==> src/mhm_pkg.sv <==
// constants, field layout and types shared by the media header monitor
// assumes 32-bit APB data and a word-wide receive datagram stream
package mhm_pkg;
    // register byte offsets
    localparam logic [7:0] A_CTRL  = 8'h00;
    localparam logic [7:0] A_ASTEP = 8'h04;
    localparam logic [7:0] A_VSTEP = 8'h08;
    localparam logic [7:0] A_ERR   = 8'h0C;
    localparam logic [7:0] A_RTP   = 8'h10;
    localparam logic [7:0] A_HBR   = 8'h14;
    localparam logic [7:0] A_FMT   = 8'h18;
    localparam logic [7:0] A_VTS   = 8'h1C;
    localparam logic [7:0] A_DEC   = 8'h20;
    // control bits
    localparam int C_VIDEO = 0;
    localparam int C_CLR   = 1;
    // reset values
    localparam logic [31:0] CTRL_RST  = 32'h0000_0000;
    localparam logic [31:0] ASTEP_RST = 32'h0000_0030;
    localparam logic [31:0] VSTEP_RST = 32'h0000_0000;
    // rtp word 0 fields
    localparam int RT_VER = 30;
    localparam int RT_CC  = 24;
    localparam int RT_M   = 23;
    localparam logic [1:0] RTP_VER = 2'h2;
    // payload header word fields
    localparam int HB_EXT  = 28;
    localparam int HB_F    = 27;
    localparam int HB_VSID = 24;
    localparam int HB_FRC  = 16;
    localparam int HB_REF  = 14;
    localparam int HB_SCR  = 12;
    localparam int HB_FEC  = 9;
    localparam int HB_CF   = 5;
    localparam int HB_RSV  = 0;
    // source format word fields
    localparam int FM_MAP  = 28;
    localparam int FM_FRM  = 20;
    localparam int FM_RATE = 12;
    localparam int FM_SMP  = 8;
    // sticky error bits
    localparam int E_FC   = 0;
    localparam int E_SEQ  = 1;
    localparam int E_TS   = 2;
    localparam int E_VER  = 3;
    localparam int E_CSRC = 4;
    localparam int ERR_W  = 5;
    typedef enum logic [3:0] {
        ST_IDLE, ST_TS, ST_SSRC, ST_CSRC, ST_HBR, ST_FMT, ST_VTS, ST_EXT, ST_PAY
    } prs_state_t;
endpackage
==> src/chk_if.sv <==
// carrier between the monitor and one continuity checker
// assumes both ends sit on the same clock
`timescale 1ns/10ps
`default_nettype none
interface chk_if #(parameter int W = 16);
    logic         en;
    logic         clr;
    logic [W-1:0] val;
    logic [W-1:0] step;
    logic         err;
    modport owner (output en, output clr, output val, output step, input err);
    modport chk   (input en, input clr, input val, input step, output err);
endinterface
`default_nettype wire

==> src/cont_check.sv <==
// continuity checker: each sample must equal the previous one plus step
// assumes en and clr are single-cycle strobes from the owner
`timescale 1ns/10ps
`default_nettype none
module cont_check (
    // clock and reset
    input wire logic clk,
    input wire logic rst_n,
    // checked value
    chk_if.chk       c
);
    localparam int W = $bits(c.val);
    logic [W-1:0] prev_r;
    logic         have_r;
    logic         err_r;
    wire logic [W-1:0] expect_w = prev_r + c.step;
    // sum wraps at 2**W, so a counter rolling over is not an error
    wire logic mismatch = c.en & have_r & (c.val != expect_w);
    always_ff @(posedge clk or negedge rst_n) begin
        if (!rst_n) begin
            prev_r <= '0;
            have_r <= 1'b0;
            err_r  <= 1'b0;
        end else begin
            err_r <= mismatch;
            // a sample that lands with the clear becomes the new reference
            if (c.en) begin
                prev_r <= c.val;
                have_r <= 1'b1;
            end else if (c.clr) begin
                have_r <= 1'b0;
            end
        end
    end
    assign c.err = err_r;
endmodule
`default_nettype wire

==> src/hdr_classify.sv <==
// classifies the latched payload header and source format words
// assumes the words only change when a datagram is committed
`timescale 1ns/10ps
`default_nettype none
module hdr_classify import mhm_pkg::*; (
    // clock and reset
    input wire logic        clk,
    input wire logic        rst_n,
    // latched header words
    input wire logic        video,
    input wire logic [31:0] hbr,
    input wire logic [31:0] fmt,
    // decode flags
    output logic     [15:0] dec
);
    wire logic [2:0] vsid   = hbr[HB_VSID+:3];
    wire logic [1:0] tref   = hbr[HB_REF+:2];
    wire logic [1:0] scr    = hbr[HB_SCR+:2];
    wire logic [2:0] fec    = hbr[HB_FEC+:3];
    wire logic [3:0] cf     = hbr[HB_CF+:4];
    wire logic [3:0] map    = fmt[FM_MAP+:4];
    wire logic [7:0] frame  = fmt[FM_FRM+:8];
    wire logic [7:0] frate  = fmt[FM_RATE+:8];
    wire logic [3:0] sample = fmt[FM_SMP+:4];
    wire logic [1:0] vsid_cls = (vsid == 3'h0) ? 2'h0 : (vsid == 3'h1) ? 2'h1 : 2'h2;
    wire logic ref_bad  = (tref == 2'h1);
    wire logic scr_rsv  = (scr != 2'h0);
    wire logic [1:0] fec_cls = (fec > 3'h2) ? 2'h3 : fec[1:0];
    wire logic cf_rsv   = (cf > 4'h5);
    wire logic fmt_on   = video & hbr[HB_F];
    wire logic [1:0] map_cls = (map > 4'h2) ? 2'h3 : map[1:0];
    wire logic frame_ok = frame inside {8'h00, 8'h10, 8'h11, [8'h20:8'h24], 8'h30};
    wire logic frate_ok = (frate <= 8'h04) | ((frate >= 8'h10) & (frate <= 8'h1B)
                          & (frate != 8'h13) & (frate != 8'h19));
    wire logic sample_ok = (sample <= 4'h8) & (sample != 4'h4);
    wire logic rsv_bad  = (hbr[HB_RSV+:5] != 5'h00);
    wire logic [15:0] dec_nxt = !video ? 16'h0000 :
        {rsv_bad, fmt_on & sample_ok, fmt_on & frate_ok, fmt_on & frame_ok,
         fmt_on ? map_cls : 2'h0, fmt_on, cf_rsv, fec_cls, scr_rsv, ref_bad, tref, vsid_cls};
    logic [15:0] dec_r;
    always_ff @(posedge clk or negedge rst_n) begin
        if (!rst_n) begin
            dec_r <= 16'h0000;
        end else begin
            dec_r <= dec_nxt;
        end
    end
    assign dec = dec_r;
endmodule
`default_nettype wire

==> src/media_header_monitor.sv <==
// receive-side header monitor for media datagrams, registers on APB
// assumes rx_* comes from the same clock domain, one word per rx_valid
`timescale 1ns/10ps
`default_nettype none
module media_header_monitor import mhm_pkg::*; (
    // apb slave
    input wire logic        pclk,
    input wire logic        presetn,
    input wire logic        psel,
    input wire logic        penable,
    input wire logic        pwrite,
    input wire logic [7:0]  paddr,
    input wire logic [31:0] pwdata,
    output logic     [31:0] prdata,
    output logic            pready,
    output logic            pslverr,
    // receive datagram stream
    input wire logic        rx_valid,
    input wire logic        rx_sop,
    input wire logic        rx_eop,
    input wire logic [31:0] rx_data,
    // payload out and status
    output logic            pay_valid,
    output logic [31:0]     pay_data,
    output logic            err_any
);
    // apb decode
    logic [31:0] ctrl_r, astep_r, vstep_r, prdata_r;
    logic        pready_r, pslverr_r, clr_r;
    wire logic setup = psel & ~penable;
    wire logic wen   = psel & penable & pready_r & pwrite;
    wire logic hit   = paddr inside {A_CTRL, A_ASTEP, A_VSTEP, A_ERR, A_RTP, A_HBR,
                                     A_FMT, A_VTS, A_DEC};
    wire logic video = ctrl_r[C_VIDEO];

    // parser state
    prs_state_t  state_r, state_nxt;
    logic [3:0]  cnt_r, cnt_nxt;
    logic [31:0] rtp_w_r, ts_w_r, hbr_w_r, fmt_w_r, vts_w_r;
    logic [31:0] rtp_s_r, hbr_s_r, fmt_s_r, vts_s_r;
    logic        pay_valid_r, first_r;
    logic [31:0] pay_data_r;
    logic [ERR_W-1:0] err_r;
    logic [15:0] dec;

    wire logic acc    = rx_valid;
    wire logic [3:0] cc  = rtp_w_r[RT_CC+:4];
    wire logic [3:0] ext = hbr_w_r[HB_EXT+:4];
    wire logic [3:0] cf  = hbr_w_r[HB_CF+:4];
    wire logic commit = acc & rx_eop & ~rx_sop & (state_r == ST_PAY);
    wire logic ver_bad  = commit & ~video & (rtp_w_r[RT_VER+:2] != RTP_VER);
    wire logic csrc_bad = commit & ~video & (cc != 4'h0);
    wire logic pay_word = acc & ~rx_sop & (state_r == ST_PAY);

    // next state of the header walk
    always_comb begin
        state_nxt = state_r;
        cnt_nxt   = cnt_r;
        case (state_r)
            ST_IDLE: state_nxt = ST_IDLE;
            ST_TS:   state_nxt = ST_SSRC;
            ST_SSRC: begin
                cnt_nxt = cc;
                if (cc != 4'h0) begin
                    state_nxt = ST_CSRC;
                end else begin
                    state_nxt = video ? ST_HBR : ST_PAY;
                end
            end
            ST_CSRC: begin
                cnt_nxt = cnt_r - 4'h1;
                if (cnt_r == 4'h1) begin
                    state_nxt = video ? ST_HBR : ST_PAY;
                end
            end
            ST_HBR: state_nxt = ST_FMT;
            ST_FMT: begin
                cnt_nxt = ext;
                if (cf != 4'h0) begin
                    state_nxt = ST_VTS;
                end else begin
                    state_nxt = (ext != 4'h0) ? ST_EXT : ST_PAY;
                end
            end
            ST_VTS: begin
                cnt_nxt = ext;
                state_nxt = (ext != 4'h0) ? ST_EXT : ST_PAY;
            end
            ST_EXT: begin
                cnt_nxt = cnt_r - 4'h1;
                if (cnt_r == 4'h1) begin
                    state_nxt = ST_PAY;
                end
            end
            ST_PAY: state_nxt = ST_PAY;
            default: state_nxt = ST_IDLE;
        endcase
        if (acc & rx_sop) begin
            state_nxt = ST_TS;
        end else if (acc & rx_eop) begin
            state_nxt = ST_IDLE;
        end
    end

    always_ff @(posedge pclk or negedge presetn) begin
        if (!presetn) begin
            state_r <= ST_IDLE;
            cnt_r   <= 4'h0;
        end else if (acc) begin
            state_r <= state_nxt;
            cnt_r   <= cnt_nxt;
        end
    end

    // capture the words of the datagram being walked
    always_ff @(posedge pclk or negedge presetn) begin
        if (!presetn) begin
            rtp_w_r <= 32'h0;
            ts_w_r  <= 32'h0;
            hbr_w_r <= 32'h0;
            fmt_w_r <= 32'h0;
            vts_w_r <= 32'h0;
        end else if (acc) begin
            if (rx_sop) rtp_w_r <= rx_data;
            if (!rx_sop && state_r == ST_TS) ts_w_r <= rx_data;
            if (!rx_sop && state_r == ST_HBR) hbr_w_r <= rx_data;
            if (!rx_sop && state_r == ST_FMT) fmt_w_r <= rx_data;
            if (!rx_sop && state_r == ST_VTS) vts_w_r <= rx_data;
            if (rx_sop) vts_w_r <= 32'h0;
        end
    end

    // shadows hold the last complete datagram; video words stay zero for audio
    always_ff @(posedge pclk or negedge presetn) begin
        if (!presetn) begin
            rtp_s_r <= 32'h0;
            hbr_s_r <= 32'h0;
            fmt_s_r <= 32'h0;
            vts_s_r <= 32'h0;
            first_r <= 1'b1;
        end else if (commit) begin
            rtp_s_r <= rtp_w_r;
            hbr_s_r <= video ? hbr_w_r : 32'h0;
            fmt_s_r <= (video & hbr_w_r[HB_F]) ? fmt_w_r : 32'h0;
            vts_s_r <= video ? vts_w_r : 32'h0;
            first_r <= rtp_w_r[RT_M];
        end
    end

    // continuity checks: sequence, timestamp, frame count
    chk_if #(.W(16)) seq_c ();
    chk_if #(.W(32)) ts_c ();
    chk_if #(.W(8))  fc_c ();
    assign seq_c.en   = commit;
    assign seq_c.clr  = clr_r;
    assign seq_c.val  = rtp_w_r[15:0];
    assign seq_c.step = 16'h0001;
    assign ts_c.en    = commit;
    assign ts_c.clr   = clr_r;
    assign ts_c.val   = ts_w_r;
    assign ts_c.step  = video ? vstep_r : astep_r;
    // only the first datagram of a frame advances the count
    assign fc_c.en    = commit & video & first_r;
    assign fc_c.clr   = clr_r;
    assign fc_c.val   = hbr_w_r[HB_FRC+:8];
    assign fc_c.step  = 8'h01;
    cont_check u_seq (.clk(pclk), .rst_n(presetn), .c(seq_c));
    cont_check u_ts  (.clk(pclk), .rst_n(presetn), .c(ts_c));
    cont_check u_fc  (.clk(pclk), .rst_n(presetn), .c(fc_c));

    hdr_classify u_cls (
        .clk   (pclk),
        .rst_n (presetn),
        .video (video),
        .hbr   (hbr_s_r),
        .fmt   (fmt_s_r),
        .dec   (dec)
    );

    // sticky errors; a new event in the clearing cycle survives
    wire logic [ERR_W-1:0] err_set = {csrc_bad, ver_bad, ts_c.err, seq_c.err, fc_c.err};
    always_ff @(posedge pclk or negedge presetn) begin
        if (!presetn) begin
            err_r <= '0;
        end else begin
            err_r <= (err_r & {ERR_W{~clr_r}}) | err_set;
        end
    end

    // payload stream after header and extension words
    always_ff @(posedge pclk or negedge presetn) begin
        if (!presetn) begin
            pay_valid_r <= 1'b0;
            pay_data_r  <= 32'h0;
        end else begin
            pay_valid_r <= pay_word;
            if (pay_word) pay_data_r <= rx_data;
        end
    end

    // apb registers
    wire logic [31:0] rd_mux =
        (paddr == A_CTRL)  ? ctrl_r :
        (paddr == A_ASTEP) ? astep_r :
        (paddr == A_VSTEP) ? vstep_r :
        (paddr == A_ERR)   ? {27'h0, err_r} :
        (paddr == A_RTP)   ? rtp_s_r :
        (paddr == A_HBR)   ? hbr_s_r :
        (paddr == A_FMT)   ? fmt_s_r :
        (paddr == A_VTS)   ? vts_s_r :
        (paddr == A_DEC)   ? {16'h0, dec} : 32'h0;

    always_ff @(posedge pclk or negedge presetn) begin
        if (!presetn) begin
            pready_r  <= 1'b0;
            pslverr_r <= 1'b0;
            prdata_r  <= 32'h0;
        end else begin
            pready_r  <= setup;
            pslverr_r <= setup & ~hit;
            if (setup) prdata_r <= hit ? rd_mux : 32'h0;
        end
    end

    // the clear bit never stores; it only fires the one-cycle session reset
    always_ff @(posedge pclk or negedge presetn) begin
        if (!presetn) begin
            ctrl_r  <= CTRL_RST;
            astep_r <= ASTEP_RST;
            vstep_r <= VSTEP_RST;
            clr_r   <= 1'b0;
        end else begin
            clr_r <= wen & (paddr == A_CTRL) & pwdata[C_CLR];
            if (wen && paddr == A_CTRL) ctrl_r <= {31'h0, pwdata[C_VIDEO]};
            if (wen && paddr == A_ASTEP) astep_r <= pwdata;
            if (wen && paddr == A_VSTEP) vstep_r <= pwdata;
        end
    end

    assign prdata    = prdata_r;
    assign pready    = pready_r;
    assign pslverr   = pslverr_r;
    assign pay_valid = pay_valid_r;
    assign pay_data  = pay_data_r;
    logic err_any_r;
    always_ff @(posedge pclk or negedge presetn) begin
        if (!presetn) begin
            err_any_r <= 1'b0;
        end else begin
            err_any_r <= |((err_r & {ERR_W{~clr_r}}) | err_set);
        end
    end
    assign err_any = err_any_r;
endmodule
`default_nettype wire

==> config.mk <==
export PLATFORM = sky130hd
export DESIGN_NAME = media_header_monitor
export DESIGN_NICKNAME = d
export VERILOG_FILES = /design/src/mhm_pkg.sv /design/src/chk_if.sv /design/src/cont_check.sv /design/src/hdr_classify.sv /design/src/media_header_monitor.sv
export SDC_FILE = /design/constraint.sdc
export NUM_CORES = 1
export LEC_CHECK = 0
export ABC_AREA = 1
export BUFFER_PORTS_ARGS = -buffer_cell sky130_fd_sc_hd__clkbuf_2
export CAP_MARGIN = 20
export CORE_ASPECT_RATIO = 0.6
export CORE_MARGIN = 2
export CORE_UTILIZATION = 50
export DETAILED_ROUTE_END_ITERATION = 10
export PLACE_DENSITY = 0.74
export SYNTH_ARGS = -nofsm -noshare
export SYNTH_HDL_FRONTEND = slang
export SYNTH_SLANG_ARGS = --single-unit
==> constraint.sdc <==
create_clock -name pclk -period 5.3 [get_ports pclk]
set_input_delay 0.795 -clock pclk [delete_from_list [all_inputs] [get_ports pclk]]
set_output_delay 0.795 -clock pclk [all_outputs]
set_load 0.1 [all_outputs]
==> qor.txt <==
Non-Filler Instances -> 3670
WS Path Type -> flip-flop to flip-flop
Synth Area per Inst -> 8.18 sq um
Via/cell ratio -> 5.54
DRC Markers -> 0
Ys Warns -> 0
Drt wl/cell -> 19.6 um
H-Tree Depth -> 2
Max Clk Rate -> 0.275 GHz
Number of synthesized flops with an enable pin -> 0
Fin. Hold Viols -> 0
Outcome -> finished clean
Worst skew pair latency -> 590 ps
GP Congestion -> 1.00
Largest net degree at the start of global routing -> 137
# IOs -> 148
Highest net fanout along the worst path -> 24
Fin crit period -> 3640 ps
Top_reg_cell synth -> dfrtp_1
Setup Viol. Count Final -> 0
Clock transition at path regs -> 60 ps
Async S/R FF share, synth -> 100%
Layout cells sized above 1 -> 10.5%
Cell Area, Synth -> 23800 sq um
Maxcap violations -> 0
Hold WC Path Type -> input port to asynchronous set/reset pin
Unique masters post-synth -> 53
Sum Neg Setup Slack -> 0 ps
Pwr/cell area -> 341 nW/um^2
Sequential fraction of the synthesis area -> 52.3%
Cell taking the most area after synthesis -> dfrtp_1
Antenna-violating nets left -> 0
Final wirelength -> 71800 um
DP HPWL -> 51300 um
First-pass GRT wire length -> 112000 um
Die width -> 285 um
Count of input and output buffers -> 147
Resize count post-CTS -> 0
Mapped Nets -> 3020
Vias in the first global route -> 19300
Core Rows -> 61
RSZ-0062 raised after global routing -> no
Placed insts -> 3583
Power, Total -> 9.09 mW
Leakage power -> 13.7 nW
Worst Reg2Reg Path Length in Cells -> 17
Top cells by area, synth -> dfrtp_1 52%, nand2_1 14%, o21ai_0 6.9%, inv_1 5.6%, o22ai_1 2.6%
Clock root buffer -> clkbuf_16
Final #Nets -> 3119
Reg2reg setup slack -> 1660 ps
DIE HEIGHT -> 173 um
Vias -> 20300
Initial core utilization -> 51.0%
Slew headroom -> 17.9%
Crit path launch type -> flip-flop
Setup bufs post-CTS -> 0
Worst Setup End Kind -> flip-flop
Area of the core -> 46600 sq um
Slew @ Worst Pin -> 1220 ps
Seq cells post-synth -> 497
Synth Instances -> 2904
Die area -> 49400 sq um
Final period util -> 68.7%
Total track usage -> 29.0%
Peak VDD IR -> 280 uV
Slew Limit Fails -> 0
Clock skew -> 22.6 ps
Total CTS buffers -> 45
Area growth, synth to finish -> 12.1%
Terminus of the critical flop-to-flop path -> u_ts.c.err$_DFF_PN0_
Worst EP arrival -> 4090 ps
Grt total ovfl -> 0
Clk sink count -> 497
Initial antenna violation count -> 0
Req. time, crit path -> 5750 ps
First DRT Iteration DRCs -> 2456
Reg2Reg Launch Point -> ctrl_r[0]$_DFFE_PN0P_
Yosys top cell area share -> 52.0%
Maximum buffer depth of the clock tree -> 3
CTS tree -> yes
Drt pass-1 iters -> 6
Hold buffer count at cts -> 0
-- synth_stat cells (all sizes together) (33+ instances only) --
library cell  count
a21oi            96
buf              50
clkbuf           74
dfrtp           494
ha               35
inv             370
nand2           891
nand3            98
nor2             98
o21ai           410
o22ai            97
xnor2            33
xor2             45
-- how the worst max path moves through the flow --
stage | slack [ps] | to | startpoint | cells after the start
2_1_floorplan | 2670 | u_ts.c.err$_DFF_PN0_ | ctrl_r[0]$_DFFE_PN0P_ | 21
6_report | 1660 | u_ts.c.err$_DFF_PN0_ | ctrl_r[0]$_DFFE_PN0P_ | 17
3_5_place_dp | 1780 | hbr_s_r[11]$_DFFE_PN0P_ | rx_valid | 9
3_3_place_gp | 1860 | u_ts.c.err$_DFF_PN0_ | ctrl_r[0]$_DFFE_PN0P_ | 18
5_1_grt | 1540 | u_ts.c.err$_DFF_PN0_ | ctrl_r[0]$_DFFE_PN0P_ | 18
4_1_cts | 1800 | u_ts.c.err$_DFF_PN0_ | ctrl_r[0]$_DFFE_PN0P_ | 18
-- critical path: stages (launching register included) --
cell     delay, ps
dfrtp_2        700
inv_2           90
buf_4          260
nand2_1        100
nand2_1        110
ha_1           380
nand2_2        190
inv_1           60
a21oi_1        360
nand3_1        340
nand2_1        230
nand3_1        100
nand3_1         90
nand2_1         60
nor2_1          80
nand3_1        130
nor2_1         150
a21oi_1         80
-- sequential cells by signal (all words and copies together) (netlist names), 16 cells and up --
| signal | cells |
|---|---|
| rtp_s_r | 32 |
| u_ts.prev_r | 32 |
| hbr_s_r | 32 |
| hbr_w_r | 32 |
| fmt_w_r | 32 |
| fmt_s_r | 32 |
| ts_c.val | 32 |
| vts_s_r | 32 |
| rtp_w_r | 32 |
| prdata | 32 |
| u_cls.dec | 16 |
| pay_data | 32 |
| vts_w_r | 32 |
| vstep_r | 32 |
| astep_r | 32 |
-- through the flow --
step | hold WS, ps | utilization, % | area (sq um) | worst slack (ps)
after global routing | 262 | 57.1 | 26600 | 1540
after CTS | 242 | 57.0 | 26600 | 1800
after floorplan | 409 | - | 23800 | 2670
after detailed placement | 434 | 53.8 | 25100 | 1780
final | 218 | 57.2 | 26700 | 1660
after global placement | 433 | 53.7 | 25000 | 1860
-- layer usage --
metal	share of wire [%]	vias to the layer above	global-route usage (%)
met2	42	873	42.3
met4	1.9	0	5.85
met3	9.0	99	4.87
met5	0	-	0
li1	-	9554	-
met1	47	9802	45.5
-- area by class of cell --
type	count	area, sq um
multi-input cells	1911	9440
clock buffers	67	1350
fillers	4151	20000
flip-flops and latches	497	12400
clock inverters	15	163
well taps	630	788
inverters	372	1400
diodes	2	5.00
repair buffers	176	1060
-- placed cells by master, fill, tap and decap left out, drive strengths merged, types with 2 or more instances in the layout --
| cell type | instances |
|---|---|
| o21ai | 410 |
| buf | 30 |
| nand3 | 98 |
| nand2 | 891 |
| o31ai | 2 |
| a22oi | 2 |
| xor2 | 45 |
| o2111ai | 3 |
| ha | 35 |
| a21o | 2 |
| a22o | 6 |
| dfrtp | 494 |
| nand3b | 3 |
| o21bai | 6 |
| nand4 | 23 |
| clkinvlp | 3 |
| nor2 | 98 |
| or2 | 6 |
| a311oi | 2 |
| a31oi | 2 |
| o22ai | 97 |
| diode | 2 |
| a21oi | 96 |
| dfstp | 3 |
| xnor2 | 33 |
| a32o | 4 |
| nor4 | 9 |
| inv | 372 |
| clkinv | 10 |
| bufinv | 2 |
| clkbuf | 213 |
| o221ai | 3 |
| nor3 | 23 |
| o211ai | 6 |
-- where the power goes --
group	leakage [nW]	internal (mW)	switching (mW)
clock network	0.744	1.87	1.52
logic	6.56	0.383	0.956
registers	6.41	4.11	0.249
total	13.7	6.37	2.72
-- cell families after synthesis --
kind of cell | Yosys count | synth area share, %
xor+xnor | 79 | 2.97
fa+ha+maj | 36 | 1.93
compound gates | 644 | 14.6
buf+inv | 496 | 8.09
flops | 497 | 52.3
simple gates | 1152 | 20.0
(Power assumes the default switching activity.)
